===== src/wdt_pkg.sv =====
// Register map, field positions and timing constants for the timers
// Function
// - The 24-bit presettable watchdog counts down once per 1 MHz tick.
// - The preset sets the watchdog period from one tick to about 16.8 s.
// - A control bit picks an interrupt or a card reset on watchdog expiry.
// - Once enabled for reset, the watchdog stays enabled until card reset.
// - A log bit tells start-up code if any reset since the log was last cleared came from the watchdog.
// - The count is readable at any time and expiry acts at terminal count.
package wdt_pkg;
  localparam int unsigned CLK_HZ = 125000000;
  localparam int unsigned TICK_HZ = 1000000;
  localparam int unsigned TICK_DIV = CLK_HZ / TICK_HZ;
  localparam int unsigned WDT_W = 24;
  localparam int unsigned TMR_W = 16;
  localparam int unsigned NTMR = 3;
  localparam logic [11:0] OFS_WCTRL = 12'h000;
  localparam logic [11:0] OFS_WPRESET = 12'h004;
  localparam logic [11:0] OFS_WCOUNT = 12'h008;
  localparam logic [11:0] OFS_STATUS = 12'h00c;
  localparam logic [11:0] OFS_TCTRL = 12'h010;
  localparam logic [11:0] OFS_TBASE = 12'h020;
  localparam logic [11:0] OFS_TSTEP = 12'h008;
  localparam logic [11:0] OFS_TCNT = 12'h004;
  localparam int unsigned WC_EN = 0;
  localparam int unsigned WC_RST = 1;
  localparam int unsigned WC_KICK = 2;
  localparam int unsigned ST_WIRQ = 0;
  localparam int unsigned ST_WLOG = 1;
  localparam int unsigned ST_TIRQ = 4;
  localparam int unsigned TC_EN = 0;
  localparam int unsigned TC_CASC = 3;
  localparam int unsigned RSTPULSE = 16;
  localparam logic [WDT_W-1:0] WDT_RST = 24'hffffff;
endpackage : wdt_pkg


===== src/wdt_tick_if.sv =====
`timescale 1ns/100ps
// Interface carrying the microsecond tick between the timers and the divider
interface wdt_tick_if;
  logic tick;
  modport src (output tick);
  modport dst (input tick);
endinterface : wdt_tick_if


===== src/wdt_tick_gen.sv =====
`timescale 1ns/100ps
// Divider making a one-cycle 1 MHz tick from the system clock
module wdt_tick_gen #(
  parameter int unsigned DIV = wdt_pkg::TICK_DIV
) (
  input wire logic mclk,
  input wire logic rst_n,
  wdt_tick_if.src tk
);
  typedef struct packed {
    logic [7:0] cnt;
    logic tick;
  } wdt_tg_s;
  wdt_tg_s st_r, st_nxt;
  localparam logic [7:0] LAST = 8'(DIV - 1);
  always_comb begin
    st_nxt = st_r;
    st_nxt.tick = (st_r.cnt == LAST);
    st_nxt.cnt = st_nxt.tick ? 8'h00 : st_r.cnt + 8'h01;
  end
  always_ff @(posedge mclk) begin
    if (!rst_n) begin
      st_r <= '0;
    end else begin
      st_r <= st_nxt;
    end
  end
  assign tk.tick = st_r.tick;
endmodule : wdt_tick_gen


===== src/wdt_timers.sv =====
`timescale 1ns/100ps
// Watchdog and three system downcounters behind an APB slave
module wdt_timers (
  input wire logic mclk,
  input wire logic rst_n,
  input wire logic psel,
  input wire logic penable,
  input wire logic pwrite,
  input wire logic [11:0] paddr,
  input wire logic [31:0] pwdata,
  output logic [31:0] prdata,
  output logic pready,
  output logic pslverr,
  output logic wdtIrq,
  output logic tmrIrq,
  output logic cardRstReq
);
  localparam int unsigned WW = wdt_pkg::WDT_W;
  localparam int unsigned TW = wdt_pkg::TMR_W;
  localparam int unsigned N = wdt_pkg::NTMR;

  typedef struct packed {
    logic wEn;
    logic wRstSel;
    logic wLock;
    logic [WW-1:0] wPreset;
    logic [WW-1:0] wCnt;
    logic wIrq;
    logic wLog;
    logic [4:0] rstCnt;
    logic [N-1:0] tEn;
    logic casc;
    logic [N-1:0][TW-1:0] tPre;
    logic [N-1:0][TW-1:0] tCnt;
    logic [N-1:0] tIrq;
    logic [31:0] rdata;
  } wdt_st_s;

  wdt_st_s st_r, st_nxt;
  wdt_tick_if tk ();

  wdt_tick_gen i_wdt_tick_gen (
    .mclk(mclk),
    .rst_n(rst_n),
    .tk(tk)
  );

  logic wr, rdSetup, hit;
  logic [N-1:0] tEnd;
  logic [11:0] tOfs;
  int unsigned tIdx;
  logic tSel, tCntSel;
  logic wSet;
  logic [N-1:0] tSet;

  assign wr = psel && penable && pwrite;
  assign rdSetup = psel && !penable && !pwrite;
  assign pready = 1'b1;

  // End of count per timer, used for cascade stepping
  always_comb begin
    for (int i = 0; i < N; i++) begin
      tEnd[i] = st_r.tEn[i] && tk.tick && (st_r.tCnt[i] == '0);
    end
  end

  // Timer register window decode
  always_comb begin
    tOfs = paddr - wdt_pkg::OFS_TBASE;
    tIdx = 32'(tOfs[11:3]);
    tSel = (paddr >= wdt_pkg::OFS_TBASE) && (tIdx < N) && !paddr[1]
      && !paddr[0];
    tCntSel = tOfs[2];
  end

  always_comb begin
    hit = tSel || paddr == wdt_pkg::OFS_WCTRL
      || paddr == wdt_pkg::OFS_WPRESET || paddr == wdt_pkg::OFS_WCOUNT
      || paddr == wdt_pkg::OFS_STATUS || paddr == wdt_pkg::OFS_TCTRL;
  end
  assign pslverr = psel && penable && !hit;

  always_comb begin
    st_nxt = st_r;
    wSet = 1'b0;
    tSet = '0;
    // Watchdog counting
    if (st_r.wEn && tk.tick) begin
      if (st_r.wCnt == '0) begin
        st_nxt.wCnt = st_r.wPreset;
        if (st_r.wRstSel) begin
          st_nxt.rstCnt = 5'(wdt_pkg::RSTPULSE);
        end else begin
          st_nxt.wIrq = 1'b1;
          wSet = 1'b1;
        end
      end else begin
        st_nxt.wCnt = st_r.wCnt - 1'b1;
      end
    end
    // System timers
    for (int i = 0; i < N; i++) begin
      if (st_r.tEn[i] && tk.tick) begin
        if (i == 1 && st_r.casc) begin
          if (tEnd[0]) begin
            st_nxt.tCnt[i] = (st_r.tCnt[i] == '0) ? st_r.tPre[i]
              : st_r.tCnt[i] - 1'b1;
            if (st_r.tCnt[i] == '0) begin
              st_nxt.tIrq[i] = 1'b1;
              tSet[i] = 1'b1;
            end
          end
        end else if (st_r.tCnt[i] == '0) begin
          st_nxt.tCnt[i] = st_r.tPre[i];
          if (!(i == 0 && st_r.casc)) begin
            st_nxt.tIrq[i] = 1'b1;
            tSet[i] = 1'b1;
          end
        end else begin
          st_nxt.tCnt[i] = st_r.tCnt[i] - 1'b1;
        end
      end
    end
    if (st_r.rstCnt != '0) begin
      st_nxt.rstCnt = st_r.rstCnt - 1'b1;
    end
    // Register writes; a flag set in the same cycle survives the clear
    if (wr) begin
      unique case (1'b1)
        paddr == wdt_pkg::OFS_WCTRL: begin
          if (!st_r.wLock) begin
            st_nxt.wEn = pwdata[wdt_pkg::WC_EN];
            st_nxt.wRstSel = pwdata[wdt_pkg::WC_RST];
            st_nxt.wLock = pwdata[wdt_pkg::WC_EN] && pwdata[wdt_pkg::WC_RST];
            if (pwdata[wdt_pkg::WC_EN] && !st_r.wEn) begin
              st_nxt.wCnt = st_r.wPreset;
            end
          end
          if (pwdata[wdt_pkg::WC_KICK]) begin
            st_nxt.wCnt = st_r.wPreset;
          end
        end
        paddr == wdt_pkg::OFS_WPRESET: begin
          st_nxt.wPreset = pwdata[WW-1:0];
          if (!st_r.wEn) begin
            st_nxt.wCnt = pwdata[WW-1:0];
          end
        end
        paddr == wdt_pkg::OFS_STATUS: begin
          if (pwdata[wdt_pkg::ST_WIRQ]) begin
            st_nxt.wIrq = wSet;
          end
          if (pwdata[wdt_pkg::ST_WLOG]) begin
            st_nxt.wLog = 1'b0;
          end
          for (int i = 0; i < N; i++) begin
            if (pwdata[wdt_pkg::ST_TIRQ + i]) begin
              st_nxt.tIrq[i] = tSet[i];
            end
          end
        end
        paddr == wdt_pkg::OFS_TCTRL: begin
          st_nxt.tEn = pwdata[wdt_pkg::TC_EN +: N];
          st_nxt.casc = pwdata[wdt_pkg::TC_CASC];
        end
        tSel: begin
          if (!tCntSel) begin
            st_nxt.tPre[tIdx] = pwdata[TW-1:0];
          end
          st_nxt.tCnt[tIdx] = pwdata[TW-1:0];
        end
        default: begin
        end
      endcase
    end
    // Read data is captured at the setup edge from the values the state
    // takes at that edge, so prdata comes from a flip-flop yet still shows
    // the access-cycle state with no wait state
    st_nxt.rdata = '0;
    if (rdSetup) begin
      unique case (1'b1)
        paddr == wdt_pkg::OFS_WCTRL:
          st_nxt.rdata = {29'h0, st_nxt.wLock, st_nxt.wRstSel, st_nxt.wEn};
        paddr == wdt_pkg::OFS_WPRESET: st_nxt.rdata = 32'(st_nxt.wPreset);
        paddr == wdt_pkg::OFS_WCOUNT:
          st_nxt.rdata = 32'(st_nxt.wCnt);
        paddr == wdt_pkg::OFS_STATUS: begin
          st_nxt.rdata[wdt_pkg::ST_WIRQ] = st_nxt.wIrq;
          st_nxt.rdata[wdt_pkg::ST_WLOG] = st_nxt.wLog;
          st_nxt.rdata[wdt_pkg::ST_TIRQ +: N] = st_nxt.tIrq;
        end
        paddr == wdt_pkg::OFS_TCTRL: begin
          st_nxt.rdata[wdt_pkg::TC_EN +: N] = st_nxt.tEn;
          st_nxt.rdata[wdt_pkg::TC_CASC] = st_nxt.casc;
        end
        tSel: st_nxt.rdata = tCntSel ? 32'(st_nxt.tCnt[tIdx])
          : 32'(st_nxt.tPre[tIdx]);
        default: st_nxt.rdata = '0;
      endcase
    end
  end

  assign prdata = st_r.rdata;

  always_ff @(posedge mclk) begin
    if (!rst_n) begin
      st_r <= '0;
      st_r.wPreset <= wdt_pkg::WDT_RST;
      st_r.wCnt <= wdt_pkg::WDT_RST;
      // Log is set by the card reset if it was our own pulse; a log already set survives any reset
      st_r.wLog <= (st_r.rstCnt != '0) || st_r.wLog;
    end else begin
      st_r <= st_nxt;
    end
  end

  // The card reset request is expected to loop back into rst_n
  assign cardRstReq = (st_r.rstCnt != '0);
  assign wdtIrq = st_r.wIrq;
  assign tmrIrq = |st_r.tIrq;
endmodule : wdt_timers


===== config.mk =====
export PLATFORM = sky130hd
export DESIGN_NAME = wdt_timers
export DESIGN_NICKNAME = d
export VERILOG_FILES = /design/src/wdt_pkg.sv /design/src/wdt_tick_if.sv /design/src/wdt_tick_gen.sv /design/src/wdt_timers.sv
export SDC_FILE = /design/constraint.sdc
export NUM_CORES = 1
export LEC_CHECK = 0
export ABC_AREA = 1
export BUFFER_PORTS_ARGS = -buffer_cell sky130_fd_sc_hd__buf_2
export CAP_MARGIN = 20
export CORE_ASPECT_RATIO = 1.4
export CORE_MARGIN = 3
export CORE_UTILIZATION = 58
export CTS_BUF_LIST = sky130_fd_sc_hd__clkbuf_8
export DETAILED_ROUTE_END_ITERATION = 10
export PLACE_DENSITY = 0.82
export SYNTH_ARGS = -nofsm -noshare
export SYNTH_HDL_FRONTEND = slang
export SYNTH_HIERARCHICAL = 1
export SYNTH_SLANG_ARGS = --single-unit

===== constraint.sdc =====
create_clock -name mclk -period 1.9 [get_ports mclk]
set_input_delay 0.095 -clock mclk [delete_from_list [all_inputs] [get_ports mclk]]
set_output_delay 0.095 -clock mclk [all_outputs]
set_load 0.01 [all_outputs]

==> impl_metrics.csv, run 1 <==
group,metric,value,unit
die,rows,64,
die,die_h,185,um
global_routing,grt_max_degree,51,
synth,synth-edff-count,0,
synth,ys_ff_latch,194,
place,portBuffers,68,
die,fp.dieW,134,um
place,place_congestion,1.09,
status,status,"aborted with a tool error",
global_routing,gr-total-overflow,8,
die,initial_core_util,0.597,
place,dp_slack,-0.689,ns
status,failed_stage,"global routing (5_1_grt)",
clock_tree,cts_buffer_depth,2,
synth,yosysSeqAreaShare,0.293,
clock_tree,h-tree-depth,4,
synth,ys_types,53,
global_routing,track_usage,0.696,
synth,synth_warnings,6,
synth,syn_inst,2228,
synth,async_flop_share,0,
status,first-error,"[ERROR GRT-0232] Routing congestion too high. Check the congestion heatmap in the GUI.",
clock_tree,root_buffer,"clkbuf_8",
place,hpwlAfterDp,43.9,mm
clock_tree,clock-sinks,194,
timing,worst_endpoint_kind,"register data pin",
clock_tree,numCtsBuffers,17,
synth,syn-cell-area,0.0132,sq mm
timing,worst_endpoint,"prdata[8]$_SDFF_PN0_/D",
synth,postSynthAreaPerCell,5.94,sq um
die,io_pins,86,
synth,ys.flop_type,"dfxtp_1",
synth_stat cells (7+ instances only):
cell	instances	area [sq um]
nand2_1	686	2570
nor2_1	277	1040
nand3_1	227	1140
inv_1	226	848
dfxtp_1	194	3880
a21oi_1	119	596
o21ai_0	93	465
clkbuf_1	46	173
buf_4	36	270
nand4_1	36	225
xor2_1	29	254
or2_2	28	175
buf_2	24	120
o21ai_1	23	115
a31oi_1	20	125
o211ai_1	17	128
inv_2	13	48.8
nor3_1	13	65.1
nor2_2	12	75.1
ha_1	9	113
nand2_2	9	56.3
o22ai_1	8	50.1
buf_1	7	26.3
clkinv_1	7	26.3
routing by layer:
metal	GRT usage	overflow
met1	0.661	0
met2	0.917	1
met3	0.481	0
met4	0.779	7
met5	0.117	0
stage by stage:
stage               utilization  hold WS (ns)  TNS [ns]  std cells  area (sq um)
floorplan                     -         0.207    -0.275       2235         13300
CTS                       0.854    0.00000533     -6.58       3040         18900
detailed placement        0.769         0.351    -28.98       2947         17100
global placement          0.769         0.351    -22.68       2947         17100
kinds of logic after synthesis:
family / count (synthesis) / share of synthesized area
mux: 2 / 0.00151
buf+inv: 362 / 0.117
xor+xnor: 34 / 0.0225
compound gates: 305 / 0.127
flops: 194 / 0.293
other cells: 2 / 0.000567
fa+ha+maj: 9 / 0.00851
simple gates: 1320 / 0.429
timing repair:
item                                   in CTS
setup endpoints to repair                  74
hold buffers                               12
resized for setup                         305
gates cloned                                2
setup buffers                              50
pin swaps                                 108
endpoints found under the hold margin      18
==> inputs of run 2 (changes only) <==
--- a/config.mk
+++ b/config.mk
@@ -8,12 +8,10 @@
 export ABC_AREA = 1
 export BUFFER_PORTS_ARGS = -buffer_cell sky130_fd_sc_hd__buf_2
 export CAP_MARGIN = 20
-export CORE_ASPECT_RATIO = 1.4
 export CORE_MARGIN = 3
-export CORE_UTILIZATION = 58
-export CTS_BUF_LIST = sky130_fd_sc_hd__clkbuf_8
+export CORE_UTILIZATION = 40
 export DETAILED_ROUTE_END_ITERATION = 10
-export PLACE_DENSITY = 0.82
+export PLACE_DENSITY_LB_ADDON = 0.15
 export SYNTH_ARGS = -nofsm -noshare
 export SYNTH_HDL_FRONTEND = slang
 export SYNTH_HIERARCHICAL = 1
==> constraint.sdc (replaced) <==
create_clock -name mclk -period 2.5 [get_ports mclk]
set_input_delay 0.125 -clock mclk [delete_from_list [all_inputs] [get_ports mclk]]
set_output_delay 0.125 -clock mclk [all_outputs]
set_load 0.01 [all_outputs]
==> impl_metrics.csv, run 2 <==
group,metric,value,unit
timing,layout_min_cycle_time,2.35,ns
detailed_routing,drc_errors,0,
clock_tree,h-tree-depth,4,
place,portBuffers,68,
cells_and_area,syn_to_final_growth,16.3,%
pwr,powerDensity,430,mW/mm^2
hold_path,min_to,"st_r[188]",
timing,tns,0,ns
synth,synth_top_area_share,0.293,
cells_and_area,postLayoutCellArea,0.0154,sq mm
cells_and_area,n_antenna_cell,0,
global_routing,grt_pass1_wl,78.1,mm
detailed_routing,wire_per_inst,18.0,um
synth,syn_inst,2228,
clock_tree,path_clk_slew,0.08,ns
critical_path,crit_path_top_delay_cell,"a21oi_1",
synth,ys_types,53,
run,max-cap-violations,0,
critical_path,cp.arrival,2.75,ns
synth,netlist_top_cells_count,"686 x nand2_1, 277 x nor2_1, 227 x nand3_1, 226 x inv_1, 194 x dfxtp_1",
detailed_routing,postRouteAntennaNets,0,
critical_path,reg2reg_depth,14,
global_routing,track_usage,0.281,
critical_path,crit_chain,"nor2_1 > buf_4 > nand2_1 > nor2_1 > nand2_1 > nand2_1 > nand3_1 > nand3_1 > nand3_1 > nand3_1 > nand2_1 > a21oi_1 > nand3_1 > a21oi_1",
detailed_routing,drt_iter0_markers,1293,
detailed_routing,dr.pass1.iters,6,
cells_and_area,top_register,"st_r",
pwr,p_int,4.72,mW
timing,slew_headroom,0.641,
clock_tree,clock-sinks,194,
global_routing,antenna_found_initial,0,
synth,postSynthAreaPerCell,5.94,sq um
synth,synth_most_common_cell,"nand2_1",
synth,ys_ff_latch,194,
global_routing,grt_pass1_vias,13900,
detailed_routing,wirelength,50.3,mm
critical_path,cp-start-kind,"register",
cells_and_area,multi_input_area,0.00791,sq mm
pwr,p_leak,7.42,nW
critical_path,slowest_delay,0.36,ns
clock_tree,cts_tree,"done",
global_routing,grt_max_degree,44,
critical_path,required,2.89,ns
die,die_area,0.0353,sq mm
cells_and_area,largest_reg_flops,160,
cells_and_area,final_nets,2414,
critical_path,r2r_start,"st_r[40]",
synth,synth_area_leaders,"dfxtp_1 29%, nand2_1 19%, nand3_1 8.6%",
die,core,0.0320,sq mm
timing,hold_viol,0,
die,io_pins,86,
synth,synth_warnings,6,
synth,synth_top_area_cell,"dfxtp_1",
critical_path,r2r_slack,0.15,ns
critical_path,cp_max_fo,6,
timing,worst_slew_pin_slew,0.538,ns
synth,synth-edff-count,0,
timing,worst_slack,0.147,ns
hold_path,worstHoldPathCells,5,
place,place_congestion,0.975,
status,status,"complete, no violations",
place,hpwlAfterDp,38.4,mm
die,fp.dieW,188,um
pwr,power.switching,1.89,mW
synth,ys.flop_type,"dfxtp_1",
cells_and_area,final_common_cell,"nand2_1",
clock_tree,clk_latency,0.46,ns
timing,finClkSkew,0.0161,ns
die,rows,65,
cells_and_area,drive_above_1_share,0.145,
global_routing,gr-total-overflow,0,
clock_tree,cts_buffer_depth,2,
detailed_routing,routed-via-count,15000,
timing,grt_setup_unrepaired,"true",
cells_and_area,nFillCells,3491,
die,initial_core_util,0.413,
timing,post-route-period-util,0.941,
pwr,clockPowerShare,0.426,
cells_and_area,final_cell_mix,"684 x nand2_1, 271 x nor2_1, 225 x nand3_1, 224 x inv_1, 193 x dfxtp_1",
synth,syn-cell-area,0.0132,sq mm
critical_path,cp-end-kind,"register",
hold_path,hold_start,"pwdata[22]",
pwr,seqPwrFrac,0.475,
timing,max_freq,0.425,GHz
die,die_h,188,um
timing,slew_viol_final,0,
critical_path,reg2reg_to,"prdata[15]",
cells_and_area,seq_area,0.00388,sq mm
pwr,sw_frac_of_total,0.286,
place,place_area,0.0146,sq mm
timing,setup_viol,0,
critical_path,critPathMostFrequentCell,"nand3_1",
pwr,comb_power_share,0.099,
hold_path,hold_path_class,"input pin to register",
critical_path,path_class,"register to register",
pwr,vdd_drop_max,0.000498,V
synth,async_flop_share,0,
clock_tree,numCtsBuffers,17,
place,dp_slack,-0.136,ns
synth,yosysSeqAreaShare,0.293,
detailed_routing,routed_via_density,5.34,
clock_tree,root_buffer,"clkbuf_16",
==> run 2: routing by layer <==
metal / global-route usage / vias up / part of all wire
li1: - / 7352 / -
met1: 0.396 / 6884 / 0.46
met2: 0.424 / 654 / 0.42
met3: 0.0505 / 90 / 0.079
met4: 0.115 / 0 / 0.040
met5: 0 / - / 0
==> run 2: worst max-delay path by stage <==
| stage | startpoint | end | slack (ns) | depth (start not counted) |
|---|---|---|---|---|
| finish | st_r[40] | prdata[15] | 0.15 | 14 |
| global route | st_r[36] | prdata[2] | -0.01 | 16 |
| CTS | st_r[35] | prdata[3] | 0.03 | 14 |
| detailed placement | paddr[5] | prdata[7] | -0.14 | 19 |
| global placement | paddr[5] | prdata[7] | -0.1 | 19 |
| floorplan | st_r[35] | prdata[13] | 0.46 | 16 |
==> run 2: power by group through the flow <==
stage	sequential, mW	combinational (mW)	clock (mW)
final	3.14	0.653	2.82
after global routing	3.15	0.707	2.99
after CTS	3.14	0.646	2.88
after detailed placement	3.22	0.635	0
after global placement	3.21	0.624	0
after floorplan	3.21	0.363	0
==> run 2: layout make-up <==
cell class | instances | area share
multi-input combinational | 1679 | 0.514
sequential | 194 | 0.252
timing repair buffer | 218 | 0.101
inverter | 246 | 0.0603
tap | 435 | 0.0354
clock buffer | 18 | 0.0279
clock inverter | 14 | 0.00943
==> run 2: critical path, delay by kind of cell (launching register included) <==
| family | cells | cell delay [ns] |
|---|---|---|
| buffers and inverters | 1 | 0.14 |
| AO/OA/AOI/OAI | 2 | 0.52 |
| flip-flops | 1 | 0.35 |
| AND/OR/NAND/NOR | 11 | 1.28 |
==> run 2: stage by stage <==
stage	power, mW	hold WS (ns)	std cells	utilization
after floorplan	3.57	0.237	2235	-
after CTS	6.67	0.00483	2803	0.478
after global routing	6.84	0.0219	2804	0.480
after global placement	3.84	0.369	2763	0.457
final	6.62	0.0325	2804	0.480
after detailed placement	3.85	0.391	2763	0.457
==> run 2: kinds of logic (layout without fill, tap and decap cells) <==
kind of cell	Yosys count	count (layout)	share of synthesized area
AND/OR/NAND/NOR	1320	1320	0.429
buffers and inverters	362	496	0.117
XOR/XNOR	34	34	0.0225
flip-flops	194	194	0.293
other	2	9	0.000567
multiplexers	2	2	0.00151
adder cells (fa/ha/maj)	9	9	0.00851
AO/OA/AOI/OAI	305	305	0.127
==> run 2: what timing repair did <==
action,CTS,global route
resized for setup,1,24
buffers inserted,0,1
hold buffers,8,0
hold endpoints to repair,8,0
pin swaps,0,5
gates cloned,0,0
endpoints found under the setup margin,1,19
Note: power is estimated with default switching activity, not from simulation.
